==> src/shared/ddrc_pkg.sv <==
// Shared constants for the calibration-readout DRAM end and its controller.
// Assumes both ends and the bench compile this package first.
package ddrc_pkg;
    // Command codes as {cs_n, ras_n, cas_n, we_n}
    localparam logic [3:0] CMD_MRS  = 4'h0;
    localparam logic [3:0] CMD_RD   = 4'h5;
    localparam logic [3:0] CMD_NOP  = 4'h7;
    localparam logic [3:0] CMD_DESEL = 4'hF;
    // Mode register select on the bank address
    localparam logic [2:0] MR0 = 3'h0;
    localparam logic [2:0] MR1 = 3'h1;
    localparam logic [2:0] MR2 = 3'h2;
    localparam logic [2:0] MR3 = 3'h3;
    // Address bit positions
    localparam int MR3_RDO_BIT  = 2;
    localparam int MR1_DLL_BIT  = 0;
    localparam int MR0_CL_LSB   = 4;
    localparam int MR1_AL_LSB   = 3;
    localparam int MR2_CWL_LSB  = 3;
    localparam int AP_BIT       = 10;
    localparam int BC_BIT       = 12;
    localparam int HALF_BIT     = 2;
    // Burst length field of mode register 0
    localparam logic [1:0] BL_FIX8 = 2'h0;
    localparam logic [1:0] BL_OTF  = 2'h1;
    localparam logic [1:0] BL_FIX4 = 2'h2;
    // Latency encodings and loop-off values
    localparam logic [3:0] CL_BASE    = 4'h4;
    localparam logic [3:0] CWL_BASE   = 4'h5;
    localparam logic [3:0] CL_RESET   = 4'h6;
    localparam logic [3:0] OFF_CL     = 4'h6;
    localparam logic [3:0] OFF_CWL    = 4'h6;
    // Calibration pattern, beat 0 in the LSB
    localparam logic [7:0] PATTERN_CAL = 8'hAA;
    localparam logic [1:0] LOC_CAL     = 2'h0;
    // Controller register byte offsets
    localparam logic [4:0] REG_CMD  = 5'h00;
    localparam logic [4:0] REG_STAT = 5'h04;
    localparam logic [4:0] REG_RDLO = 5'h08;
    localparam logic [4:0] REG_RDHI = 5'h0C;
    localparam logic [4:0] REG_LINK = 5'h10;
    // Command register fields
    localparam int CF_BA_LSB = 13;
    localparam int CF_OP_LSB = 16;
    localparam logic [1:0] OP_MRS = 2'h0;
    localparam logic [1:0] OP_RD  = 2'h1;
    localparam logic [1:0] OP_RDA = 2'h2;
    localparam logic [1:0] OP_NOP = 2'h3;
    // Status register bits
    localparam int ST_BUSY = 0;
    localparam int ST_ERR  = 1;
    localparam int ST_RDO  = 2;
    localparam int ST_DLL  = 3;
    localparam int ST_BEAT_LSB = 4;
    // Link clock half period in system clocks
    localparam int CK_HALF_DEF = 4;
endpackage : ddrc_pkg

==> src/shared/ddrc_if.sv <==
// Link between the DRAM end and the controller end.
// Assumes the bench instantiates it and connects both modports.
`timescale 1ns/1ps
interface ddrc_if;
    logic        ck;
    logic        reset_n;
    logic        cs_n;
    logic        ras_n;
    logic        cas_n;
    logic        we_n;
    logic [2:0]  ba;
    logic [12:0] addr;
    logic [7:0]  dq;
    logic        dq_oe;
    logic        dqs;
    logic        dqs_oe;
    // Controller drives clock, command and address
    modport ctrl (output ck, reset_n, cs_n, ras_n, cas_n, we_n, ba, addr,
                  input dq, dq_oe, dqs, dqs_oe);
    // DRAM end returns read data and strobe
    modport dram (input ck, reset_n, cs_n, ras_n, cas_n, we_n, ba, addr,
                  output dq, dq_oe, dqs, dqs_oe);
endinterface : ddrc_if

==> src/design/ddrc_ctrl.sv <==
// Controller end: Avalon-MM registers, command launch, read capture.
// Assumes software follows the mode sequence; link clock made here.
`timescale 1ns/1ps
module ddrc_ctrl #(
    parameter int CK_HALF = ddrc_pkg::CK_HALF_DEF
) (
    // Clock and reset
    input  wire logic        clock,
    input  wire logic        srst,
    // Avalon-MM slave
    input  wire logic [4:0]  avs_address,
    input  wire logic        avs_read,
    input  wire logic        avs_write,
    input  wire logic [31:0] avs_writedata,
    output logic      [31:0] avs_readdata,
    output logic             avs_waitrequest,
    // Link
    ddrc_if.ctrl             lnk
);
    import ddrc_pkg::*;

    typedef enum logic [1:0] {IDLE = 2'b00, WAIT = 2'b01, HOLD = 2'b11} ddrc_st_e;

    ddrc_st_e    st_r;
    logic [7:0]  div_r;
    logic        ck_r;
    logic        tick_fall;
    logic        ack_r;
    logic        wr_go;
    logic [31:0] rdata_r;
    logic [1:0]  op;
    logic [2:0]  ba;
    logic [12:0] ad;
    logic        refuse;
    logic [12:0] ad_fix;
    logic [3:0]  pins_r;
    logic [2:0]  ba_r;
    logic [12:0] ad_r;
    logic [3:0]  cmd_nxt;
    logic        err_r;
    logic        rdo_sh_r;
    logic        dll_sh_r;
    logic [1:0]  loc_sh_r;
    logic [1:0]  bl_sh_r;
    logic        lrst_r;
    logic [8:0]  cap_s1_r;
    logic [8:0]  cap_s2_r;
    logic        dqs_d_r;
    logic [3:0]  beats_r;
    logic [63:0] rd_r;

    // Link clock divider; half period must stay above loop-off minimum
    always_ff @(posedge clock) begin
        if (srst) begin
            div_r <= 8'h00;
            ck_r  <= 1'b0;
        end else if (div_r == 8'(CK_HALF - 1)) begin
            div_r <= 8'h00;
            ck_r  <= ~ck_r;
        end else begin
            div_r <= div_r + 8'h01;
        end
    end
    // Commands change on the falling link edge, centred on the rise
    assign tick_fall = (div_r == 8'(CK_HALF - 1)) & ck_r;

    // One wait state on every bus access
    assign avs_waitrequest = (avs_read | avs_write) & ~ack_r;
    always_ff @(posedge clock) begin
        if (srst) begin
            ack_r <= 1'b0;
        end else begin
            ack_r <= (avs_read | avs_write) & ~ack_r;
        end
    end
    assign wr_go = avs_write & ack_r;

    // Decode and police a command written by software
    assign op = avs_writedata[CF_OP_LSB +: 2];
    assign ba = avs_writedata[CF_BA_LSB +: 3];
    assign ad = avs_writedata[12:0];
    always_comb begin
        ad_fix = ad;
        refuse = (st_r != IDLE);
        // Only MRS, reads and NOP can be issued, so readout needs no more refusals
        if ((op == OP_RD) | (op == OP_RDA)) begin
            ad_fix[AP_BIT] = (op == OP_RDA);
            if (rdo_sh_r) begin
                ad_fix[1:0] = 2'h0;
                if (bl_sh_r == BL_FIX8) begin
                    ad_fix[HALF_BIT] = 1'b0;
                end
                refuse = refuse | (loc_sh_r != LOC_CAL);
                // Readout reads need a locked loop
                refuse = refuse | dll_sh_r;
            end
        end
        if ((op == OP_MRS) & dll_sh_r & (ba == MR0)) begin
            ad_fix[MR0_CL_LSB +: 3] = 3'(OFF_CL - CL_BASE);
        end
        if ((op == OP_MRS) & dll_sh_r & (ba == MR2)) begin
            ad_fix[MR2_CWL_LSB +: 3] = 3'(OFF_CWL - CWL_BASE);
        end
        case (op)
            // No activate is ever issued, so every bank is idle at an MRS
            OP_MRS:  cmd_nxt = CMD_MRS;
            OP_NOP:  cmd_nxt = CMD_NOP;
            default: cmd_nxt = CMD_RD;
        endcase
    end

    // Launch state machine and mode shadows
    always_ff @(posedge clock) begin
        if (srst) begin
            st_r     <= IDLE;
            pins_r   <= CMD_DESEL;
            ba_r     <= 3'h0;
            ad_r     <= 13'h0000;
            rdo_sh_r <= 1'b0;
            dll_sh_r <= 1'b0;
            loc_sh_r <= LOC_CAL;
            bl_sh_r  <= BL_FIX8;
        end else begin
            unique case (st_r)
                IDLE: if (wr_go & (avs_address == REG_CMD) & ~refuse) begin
                    st_r <= WAIT;
                    ba_r <= ba;
                    ad_r <= ad_fix;
                    pins_r <= cmd_nxt;
                    if ((op == OP_MRS) & (ba == MR3)) begin
                        rdo_sh_r <= ad[MR3_RDO_BIT];
                        loc_sh_r <= ad[1:0];
                    end
                    if ((op == OP_MRS) & (ba == MR1)) begin
                        dll_sh_r <= ad[MR1_DLL_BIT];
                    end
                    if ((op == OP_MRS) & (ba == MR0)) begin
                        bl_sh_r <= ad[1:0];
                    end
                end
                WAIT: if (tick_fall) begin
                    st_r <= HOLD;
                end
                HOLD: if (tick_fall) begin
                    st_r   <= IDLE;
                    pins_r <= CMD_DESEL;
                end
            endcase
        end
    end

    // Error flag: a refused command wins over a clear in the same cycle
    always_ff @(posedge clock) begin
        if (srst) begin
            err_r <= 1'b0;
        end else if (wr_go & (avs_address == REG_CMD) & refuse) begin
            err_r <= 1'b1;
        end else if (wr_go & (avs_address == REG_STAT) & avs_writedata[ST_ERR]) begin
            err_r <= 1'b0;
        end
    end

    // Link reset bit
    always_ff @(posedge clock) begin
        if (srst) begin
            lrst_r <= 1'b0;
        end else if (wr_go & (avs_address == REG_LINK)) begin
            lrst_r <= avs_writedata[0];
        end
    end

    // Read capture on each strobe edge, after two flops
    always_ff @(posedge clock) begin
        cap_s1_r <= {lnk.dqs, lnk.dq};
        cap_s2_r <= cap_s1_r;
        dqs_d_r  <= cap_s2_r[8];
    end
    always_ff @(posedge clock) begin
        if (srst) begin
            beats_r <= 4'h0;
            rd_r    <= '0;
        end else if ((st_r == WAIT) & tick_fall & (pins_r == CMD_RD)) begin
            beats_r <= 4'h0;
        end else if ((cap_s2_r[8] ^ dqs_d_r) & (beats_r != 4'h8)) begin
            rd_r[{beats_r[2:0], 3'b000} +: 8] <= cap_s2_r[7:0];
            beats_r <= beats_r + 4'h1;
        end
    end

    // Read data registered in the wait cycle
    always_ff @(posedge clock) begin
        if (srst) begin
            rdata_r <= 32'h0000_0000;
        end else if (avs_read & ~ack_r) begin
            case (avs_address)
                REG_CMD:  rdata_r <= {11'h000, 3'(pins_r[3:1]), ba_r, ad_r[12:0], 2'h0};
                REG_STAT: rdata_r <= {24'h000000, beats_r, dll_sh_r, rdo_sh_r,
                                      err_r, (st_r != IDLE)};
                REG_RDLO: rdata_r <= rd_r[31:0];
                REG_RDHI: rdata_r <= rd_r[63:32];
                REG_LINK: rdata_r <= {31'h00000000, lrst_r};
                default:  rdata_r <= 32'h0000_0000;
            endcase
        end
    end
    assign avs_readdata = rdata_r;

    // Link outputs; pins stand one full link period
    assign lnk.ck      = ck_r;
    assign lnk.reset_n = ~lrst_r;
    assign {lnk.cs_n, lnk.ras_n, lnk.cas_n, lnk.we_n} = (st_r == HOLD) ? pins_r : CMD_DESEL;
    // Address pins move only with the command, on a falling link edge
    assign lnk.ba      = (st_r == HOLD) ? ba_r : 3'h0;
    assign lnk.addr    = (st_r == HOLD) ? ad_r : 13'h0000;
endmodule : ddrc_ctrl

==> src/flat_wrapper.sv <==
// flat-port wrapper written by rule: the top's interface ports become plain ports
module ddrc_ctrl_flat import ddrc_pkg::*;
#(
    parameter int CK_HALF = ddrc_pkg::CK_HALF_DEF
)
  (clock, srst, avs_address, avs_read, avs_write, avs_writedata, avs_readdata, avs_waitrequest, lnk_ck, lnk_reset_n, lnk_cs_n, lnk_ras_n, lnk_cas_n, lnk_we_n, lnk_ba, lnk_addr, lnk_dq, lnk_dq_oe, lnk_dqs, lnk_dqs_oe);
  ddrc_if lnk_i ();
  input  wire logic clock;
  input  wire logic srst;
  input  wire logic [4:0] avs_address;
  input  wire logic avs_read;
  input  wire logic avs_write;
  input  wire logic [31:0] avs_writedata;
  output logic      [31:0] avs_readdata;
  output logic avs_waitrequest;
  output wire logic [$bits(lnk_i.ck)-1:0] lnk_ck;
  output wire logic [$bits(lnk_i.reset_n)-1:0] lnk_reset_n;
  output wire logic [$bits(lnk_i.cs_n)-1:0] lnk_cs_n;
  output wire logic [$bits(lnk_i.ras_n)-1:0] lnk_ras_n;
  output wire logic [$bits(lnk_i.cas_n)-1:0] lnk_cas_n;
  output wire logic [$bits(lnk_i.we_n)-1:0] lnk_we_n;
  output wire logic [$bits(lnk_i.ba)-1:0] lnk_ba;
  output wire logic [$bits(lnk_i.addr)-1:0] lnk_addr;
  input wire logic [$bits(lnk_i.dq)-1:0] lnk_dq;
  input wire logic [$bits(lnk_i.dq_oe)-1:0] lnk_dq_oe;
  input wire logic [$bits(lnk_i.dqs)-1:0] lnk_dqs;
  input wire logic [$bits(lnk_i.dqs_oe)-1:0] lnk_dqs_oe;
  assign lnk_ck = lnk_i.ck;
  assign lnk_reset_n = lnk_i.reset_n;
  assign lnk_cs_n = lnk_i.cs_n;
  assign lnk_ras_n = lnk_i.ras_n;
  assign lnk_cas_n = lnk_i.cas_n;
  assign lnk_we_n = lnk_i.we_n;
  assign lnk_ba = lnk_i.ba;
  assign lnk_addr = lnk_i.addr;
  assign lnk_i.dq = lnk_dq;
  assign lnk_i.dq_oe = lnk_dq_oe;
  assign lnk_i.dqs = lnk_dqs;
  assign lnk_i.dqs_oe = lnk_dqs_oe;
  ddrc_ctrl #(.CK_HALF(CK_HALF)) u_core (.clock(clock), .srst(srst), .avs_address(avs_address), .avs_read(avs_read), .avs_write(avs_write), .avs_writedata(avs_writedata), .avs_readdata(avs_readdata), .avs_waitrequest(avs_waitrequest), .lnk(lnk_i));
endmodule
==> config.mk <==
export PLATFORM = sky130hd
export DESIGN_NAME = ddrc_ctrl_flat
export DESIGN_NICKNAME = d
export VERILOG_FILES = /design/src/shared/ddrc_pkg.sv /design/src/shared/ddrc_if.sv /design/src/design/ddrc_ctrl.sv /design/src/flat_wrapper.sv
export SDC_FILE = /design/constraint.sdc
export NUM_CORES = 1
export LEC_CHECK = 0
export ABC_AREA = 1
export BUFFER_PORTS_ARGS = -buffer_cell sky130_fd_sc_hd__buf_2
export CAP_MARGIN = 25
export CORE_ASPECT_RATIO = 1.75
export CORE_MARGIN = 2
export CORE_UTILIZATION = 25
export DETAILED_ROUTE_END_ITERATION = 7
export PLACE_DENSITY = 0.41
export SLEW_MARGIN = 0
export SYNTH_ARGS = -nofsm -noshare
export SYNTH_HDL_FRONTEND = slang
export SYNTH_SLANG_ARGS = --single-unit
==> constraint.sdc <==
create_clock -name clock -period 3 [get_ports clock]
set_clock_uncertainty 0.15 [all_clocks]
set_input_delay 0.45 -clock clock [delete_from_list [all_inputs] [get_ports clock]]
set_output_delay 0.45 -clock clock [all_outputs]
set_load 0.03 [all_outputs]
==> key figures, run 1 <==
CTS
  • Clock Tree Buf Depth: 2
  • H-tree depth: 4
  • Inserted Clock Buffers: 17
  • Post-CTS resize count: 0
  • Clock-pin slew on the worst setup and hold paths: 70 ps
  • CTS tree: done
  • Num Clock Sinks: 158
  • Clk root buf: clkbuf_16
  • Clock Latency Late Sink: 450 ps

STA
  • Min cycle time layout: 2545 ps
  • Fmax: 392.9 MHz
  • Setup violators final: 0
  • Slew HR: 0.4946
  • Final setup margin: 454.7 ps
  • Hold_ws: 117.9 ps
  • Final Hold Fails: 0
  • Setup TNS: 0 ps
  • Final period util: 0.8484
  • Slew @ Worst Pin: 758.2 ps
  • Final Max Slew Viols: 0
  • RSZ-0062 raised after global routing: no

Yosys
  • Adder-cell share of the synthesized area: 0.01911
  • Syn Std Cell Area: 0.007201 sq mm
  • Most common flop cell mapped by yosys: dfxtp_1
  • Yosys reg bits: 158
  • Commonest cells in the netlist: 255 x nand2_1, 158 x dfxtp_1, 143 x nor2_1, 130 x inv_1, 81 x a21oi_1
  • Syn Area/Cell: 6.971 sq um
  • Sequential fraction of the synthesis area: 0.4393
  • Main combinational cell family by area after synthesis: simple AND/OR/NAND/NOR gates
  • Post-synthesis compound-gate area fraction: 0.1119
  • Proportion of synthesized area in mux cells: 0.001390
  • Synth Area in Simple Gates: 0.3126
  • Synth area leader: dfxtp_1
  • Top cells by area, synth: dfxtp_1 44%, nand2_1 13%, nor2_1 7.5%
  • Post-Synth XOR/XNOR Area: 0.003649
  • Syn Nets: 1,096
  • Synth top area share: 0.4393
  • Async S/R FF share, synth: 0
  • Count of different cell masters after synthesis: 34
  • EDFF count, synth: 0
  • Count leader, synth: nand2_1
  • Synth Instances: 1,033
  • YS warnings: 0

Die
  • Die Width: 132.3 um
  • Core footprint: 0.02852 sq mm
  • Row cnt: 82
  • IO Pins: 107
  • Die height: 228.5 um
  • Full die area: 0.03023 sq mm
  • Initial core utilization: 0.2525

Power and ir drop
  • Comb pwr share: 0.126
  • P_int: 0.003628 W
  • Leakage: 3.908 nW
  • Sw Share: 0.2966
  • Sw Pwr: 0.001530 W
  • Sequential Power Share: 0.433
  • Max VDD drop: 361.0 uV
  • Power Density: 592.1 mW/mm^2
  • Clk network pwr share: 0.441

Setup path
  • WP data arrival: 2740 ps
  • Startpoint types: flop
  • Critical Path RT: 3190 ps
  • Worst Setup End Kind: flop
  • Crit path kind: reg -> reg
  • CP max FO: 12

Global routing
  • Largest net degree at the start of global routing: 61
  • Total gr overflow: 0
  • First-pass GRT wire length: 35,460 um
  • Tot GR Track Use: 0.1519
  • Vias in the first global route: 6,433
  • Initial antenna violation count: 0

Min path
  • Worst hold path class: in -> reg

Placed design
  • HPWL after DPL: 16,170 um
  • Placed cells: 1,469
  • DP Worst Slack: 354.5 ps
  • GPL Wtd Cong: 0.7589
  • I/O Buffers: 90

Cells and area
  • Ant. Diodes: 0
  • Area Growth Syn to Fin: 20.99%
  • Share of cells above drive strength 1: 0.1599
  • Non-filler cells, final: 1,510
  • Layout Nets: 1,182

Route
  • Drt wl/cell: 14.78 um
  • Post-route antenna net violation count: 0
  • Post-Route WL: 22,320 um
  • Drt pass-1 iters: 4
  • Remaining routing DRC violations: 0
  • Via Count: 6,563
  • Vias per cell: 4.346
  • Iteration-0 DRC Markers: 276

Job
  • Max Cap Viol: 0

Status
  • Status: completed
## worst paths after layout
| path | startpoint | to | slack [ps] | depth (start not counted) |
|---|---|---|---|---|
| hold / removal | avs_writedata[3] | u_core.ad_r[3] | 120 | 3 |
| hold reg to reg | u_core.cap_s1_r[8] | u_core.cap_s2_r[8] | 180 | 0 |
| setup / recovery | u_core.beats_r[1] | u_core.rd_r[31] | 450 | 9 |
| setup reg to reg | u_core.beats_r[1] | u_core.rd_r[31] | 450 | 9 |
## cells in the final DEF, fill, tap and decap left out, types with 17 or more instances in the layout
cell,instances
nor2_1,142
inv_1,130
nand4_1,49
clkbuf_16,17
nand3_1,34
buf_4,20
o21ai_0,48
nand2_1,255
buf_2,90
dfxtp_1,158
a21oi_1,81
## state kept, by name (all words and copies together), names as in the netlist, 2 cells and up
signal and flops:
u_core.rd_r 64, u_core.avs_readdata 32, u_core.ad_r 13, u_core.cap_s1_r 9
u_core.cap_s2_r 9, u_core.div_r 8, u_core.beats_r 4, u_core.ba_r 3
u_core.pins_r 3, u_core.bl_sh_r 2, u_core.loc_sh_r 2, u_core.st_r 2
## through the flow
step,util,total power (W),cell area [sq um]
6_report,0.3054,0.005158,8712
5_1_grt,0.3054,0.005417,8712
4_1_cts,0.3054,0.005246,8712
3_5_place_dp,0.2811,0.002937,8019
3_3_place_gp,0.2811,0.002931,8019
2_1_floorplan,-,0.002708,7201
## what timing repair did
item	CTS	global route
endpoints found under the hold margin	9	0
hold buffers	9	0
buffers inserted	0	0
## logic make-up (layout without fill, tap and decap cells)
group | Yosys count | in the layout
adders and majority gates | 11 | 11
muxes | 1 | 1
and+or+nand+nor | 516 | 516
xor gates and xnor gates | 3 | 3
buffers and inverters | 192 | 291
AOI/OAI and AO/OA | 152 | 152
DFF | 158 | 158
## power groups by stage
stage | logic, W | clock network (W) | registers, W
2_1_floorplan | 0.000440 | 0 | 0.00227
3_3_place_gp | 0.000648 | 0 | 0.00228
3_5_place_dp | 0.000652 | 0 | 0.00229
4_1_cts | 0.000664 | 0.00235 | 0.00224
5_1_grt | 0.000745 | 0.00243 | 0.00225
6_report | 0.000648 | 0.00227 | 0.00224
## routing by layer
| layer | GRT usage | up-vias | share of wire |
|---|---|---|---|
| met3 | 0.02994 | 28 | 0.030 |
| met2 | 0.2951 | 98 | 0.55 |
| met5 | 0 | - | 0 |
| met4 | 0.05679 | 0 | 0.020 |
| met1 | 0.1583 | 2994 | 0.40 |
| li1 | - | 3443 | - |
## worst max-delay path: stages, from the launching register on
cell and delay, ps:
dfxtp_1 370, inv_1 100, ha_1 230, ha_1 560
inv_1 100, buf_4 180, nor2_1 330, nand3_4 200
a21oi_1 170, nor2_1 60
## cell type report
cell class	instances	area [sq um]
fillers	3207	19810
multi-input cells	683	3241
flip-flops and latches	158	3163
repair buffers	120	710.7
inverters	139	521.8
well taps	378	473.0
clock buffers	17	425.4
clock inverters	15	177.7
No activity file was read; power rests on OpenSTA's default activity.
==> inputs of run 2 (changes only) <==
==> constraint.sdc (replaced) <==
create_clock -name clock -period 2.7 [get_ports clock]
set_clock_uncertainty 0.15 [all_clocks]
set_input_delay 0.405 -clock clock [delete_from_list [all_inputs] [get_ports clock]]
set_output_delay 0.405 -clock clock [all_outputs]
set_load 0.03 [all_outputs]
==> run 2 against run 1 <==
Non-clock buffer count increased by 3; worst setup slack got worse by 100 ps; routed wire length decreased by 1.0%; clock power increased by 17%; cell count increased by 0.20%; register-to-register slack got worse by 100 ps; critical endpoint is now u_core.rd_r[10]; largest cell class unchanged; largest power group unchanged; highest routed layer unchanged.
==> key figures, run 2 (synthesized netlist as in run 1, its figures left out) <==
Status
  • Status: completed

Power and ir drop
  • P_int: 0.004240 W (+17%)
  • Clk network pwr share: 0.452 (+0.011)
  • Power Density: 666.6 mW/mm^2 (+13%)
  • Sw Share: 0.2758 (-0.02075)
  • Sequential Power Share: 0.424 (-0.009)
  • Leakage: 3.940 nW (+0.84%)
  • Sw Pwr: 0.001615 W (+5.6%)
  • Comb pwr share: 0.123 (-0.003)
  • Max VDD drop: 431.0 uV (+19%)

Setup path
  • Startpoint types: flop
  • Register-to-register setup slack: 350 ps (-100 ps)
  • CP max FO: 12 (unchanged)
  • Worst-path cell chain: inv_1, ha_1, ha_1, nor2_2, inv_2, nor2_2, inv_2, nor2_4, nand3_2, nor2_1, nor2_1
  • R2r startpoint: u_core.beats_r[1]
  • Worst reg2reg path depth: 11 (+2)
  • Crit path kind: reg -> reg
  • RR Endpoint: u_core.rd_r[10]
  • Worst Setup End Kind: flop
  • CP max stage cell: dfxtp_1
  • WP data arrival: 2540 ps (-200 ps)
  • Critical path's largest stage delay: 370 ps (-190 ps)
  • Critical Path RT: 2890 ps (-300 ps)

Cells and area
  • Most frequent cells in the layout: 255 x nand2_1, 158 x dfxtp_1, 142 x nor2_1, 130 x inv_1, 90 x buf_2
  • Max FFs per register: 64 (unchanged)
  • Non-filler cells, final: 1,513 (+0.20%)
  • Share of cells above drive strength 1: 0.1621 (+0.002221)
  • Register bank with the most flops: u_core.rd_r
  • Layout Nets: 1,185 (+0.25%)
  • Fin area: 0.008782 sq mm (+0.80%)
  • Area Growth Syn to Fin: 21.96%
  • Ant. Diodes: 0 (unchanged)
  • Most common cell after layout, fill and taps aside: nand2_1
  • Fin util: 0.3079 (+0.002457)

Die
  • Initial core utilization: 0.2525 (unchanged)
  • Row cnt: 82 (unchanged)
  • IO Pins: 107 (unchanged)
  • Die height: 228.5 um (unchanged)
  • Full die area: 0.03023 sq mm (unchanged)
  • Die Width: 132.3 um (unchanged)
  • Core footprint: 0.02852 sq mm (unchanged)

STA
  • Setup TNS: 0 ps (unchanged)
  • Setup violators final: 0 (unchanged)
  • Slew HR: 0.5170 (+0.02242)
  • Hold_ws: 64.87 ps (-53.03 ps)
  • RSZ-0062 raised after global routing: no
  • Final period util: 0.8698 (+0.02134)
  • Fmax: 425.8 MHz (+8.4%)
  • Min cycle time layout: 2348 ps (-196.9 ps)
  • Final Max Slew Viols: 0 (unchanged)
  • Final Hold Fails: 0 (unchanged)
  • Slew @ Worst Pin: 724.5 ps (-33.63 ps)

Route
  • Iteration-0 DRC Markers: 246 (-11%)
  • Post-Route WL: 22,090 um (-1.0%)
  • Drt wl/cell: 14.60 um (-1.2%)
  • Remaining routing DRC violations: 0 (unchanged)
  • Post-route antenna net violation count: 0 (unchanged)
  • Wire length on met3: 737 um (+10%)
  • Routed length on met1: 8764 um (-1.2%)
  • Vias per cell: 4.317 (-0.68%)
  • Via Count: 6,531 (-0.49%)
  • Drt pass-1 iters: 5 (+1)
  • Top layer in use: met4
  • Met2 wire len: 12,080 um (-2.0%)

CTS
  • # hold bufs at CTS: 9 (unchanged)
  • Clock-pin slew on the worst setup and hold paths: 60 ps (about the same)
  • Setup bufs post-CTS: 0 (unchanged)
  • H-tree depth: 4 (unchanged)
  • CTS tree: done
  • Post-CTS resize count: 0 (unchanged)
  • Clock Latency Late Sink: 440 ps (about the same)
  • Num Clock Sinks: 158 (unchanged)
  • Inserted Clock Buffers: 17 (unchanged)
  • Clock Tree Buf Depth: 2 (unchanged)
  • Clk root buf: clkbuf_16

Global routing
  • Total gr overflow: 0 (unchanged)
  • First-pass GRT wire length: 35,630 um (+0.49%)
  • Vias in the first global route: 6,514 (+1.3%)
  • Largest net degree at the start of global routing: 61 (unchanged)
  • Tot GR Track Use: 0.1512 (-0.0006990)
  • Initial antenna violation count: 0 (unchanged)

Placed design
  • Placed cells: 1,472 (+0.20%)
  • GPL Wtd Cong: 0.7606 (+0.22%)
  • I/O Buffers: 90 (unchanged)
  • HPWL after DPL: 15,900 um (-1.7%)
  • Area post-placement: 0.008054 sq mm (+0.44%)

Min path
  • Worst Hold Endpoint: u_core.ad_r[7]
  • Min-delay src: avs_writedata[7]
  • Hold path cells: 3 (unchanged)
  • Worst hold path class: in -> reg

Job
  • Max Cap Viol: 0 (unchanged)
==> run 2: cell count changes in the layout (fill, tap and decap cells not counted) <==
cell / delta
clkinv_4: -3
buf_4: +2
buf_12: +1
inv_8: -3
clkinv_2: +2
clkinvlp_4: +2
inv_6: -2
clkbuf_8: +2
bufinv_16: +2
==> run 2: metrics by stage <==
stage          power [W]  setup slack [ps]
5_1_grt         0.006129             100.9
3_3_place_gp    0.003262             255.9
6_report        0.005854             351.6
3_5_place_dp    0.003262             225.1
4_1_cts         0.005949             329.0
2_1_floorplan   0.003009             562.5
==> run 2: layer usage <==
layer,global-route usage,vias up
li1,-,3454
met4,0.05948,0
met1,0.1597,2932
met3,0.02883,24
met2,0.2905,121
met5,0,-
==> run 2: power by group through the flow <==
stage / logic (W) / registers [W] / clock network (W)
2_1_floorplan: 0.000489 / 0.00252 / 0
3_3_place_gp: 0.000725 / 0.00254 / 0
3_5_place_dp: 0.000724 / 0.00254 / 0
4_1_cts: 0.000737 / 0.00248 / 0.00273
5_1_grt: 0.000823 / 0.00249 / 0.00281
6_report: 0.000722 / 0.00248 / 0.00265
==> run 2: final cells by class <==
class                   count  area, sq um
flip-flops and latches    158         3163
inverters                 139        521.8
repair buffers            123        745.7
multi-input cells         683         3241
clock buffers              19        452.9
clock inverters            13        185.2
well taps                 378        473.0
fillers                  3226        19740
==> run 2: worst max path at each step <==
stage                            startpoint  cells after the start  slack (ps)               end
final                     u_core.beats_r[1]                     11         350   u_core.rd_r[10]
after global routing      u_core.beats_r[1]                     10         100    u_core.rd_r[3]
after CTS                 u_core.beats_r[1]                     11         330   u_core.rd_r[10]
after detailed placement  avs_writedata[16]                     11         230  u_core.pins_r[3]
after global placement    avs_writedata[16]                     11         260  u_core.pins_r[1]
after floorplan           u_core.beats_r[0]                     12         560    u_core.rd_r[0]
==> run 2: critical path, delay by kind of cell (launching register included) <==
family / cells / cell delay (ps)
adder cells (fa/ha/maj): 2 / 500
buffers and inverters: 3 / 280
AND/OR/NAND/NOR: 6 / 950
flip-flops: 1 / 370
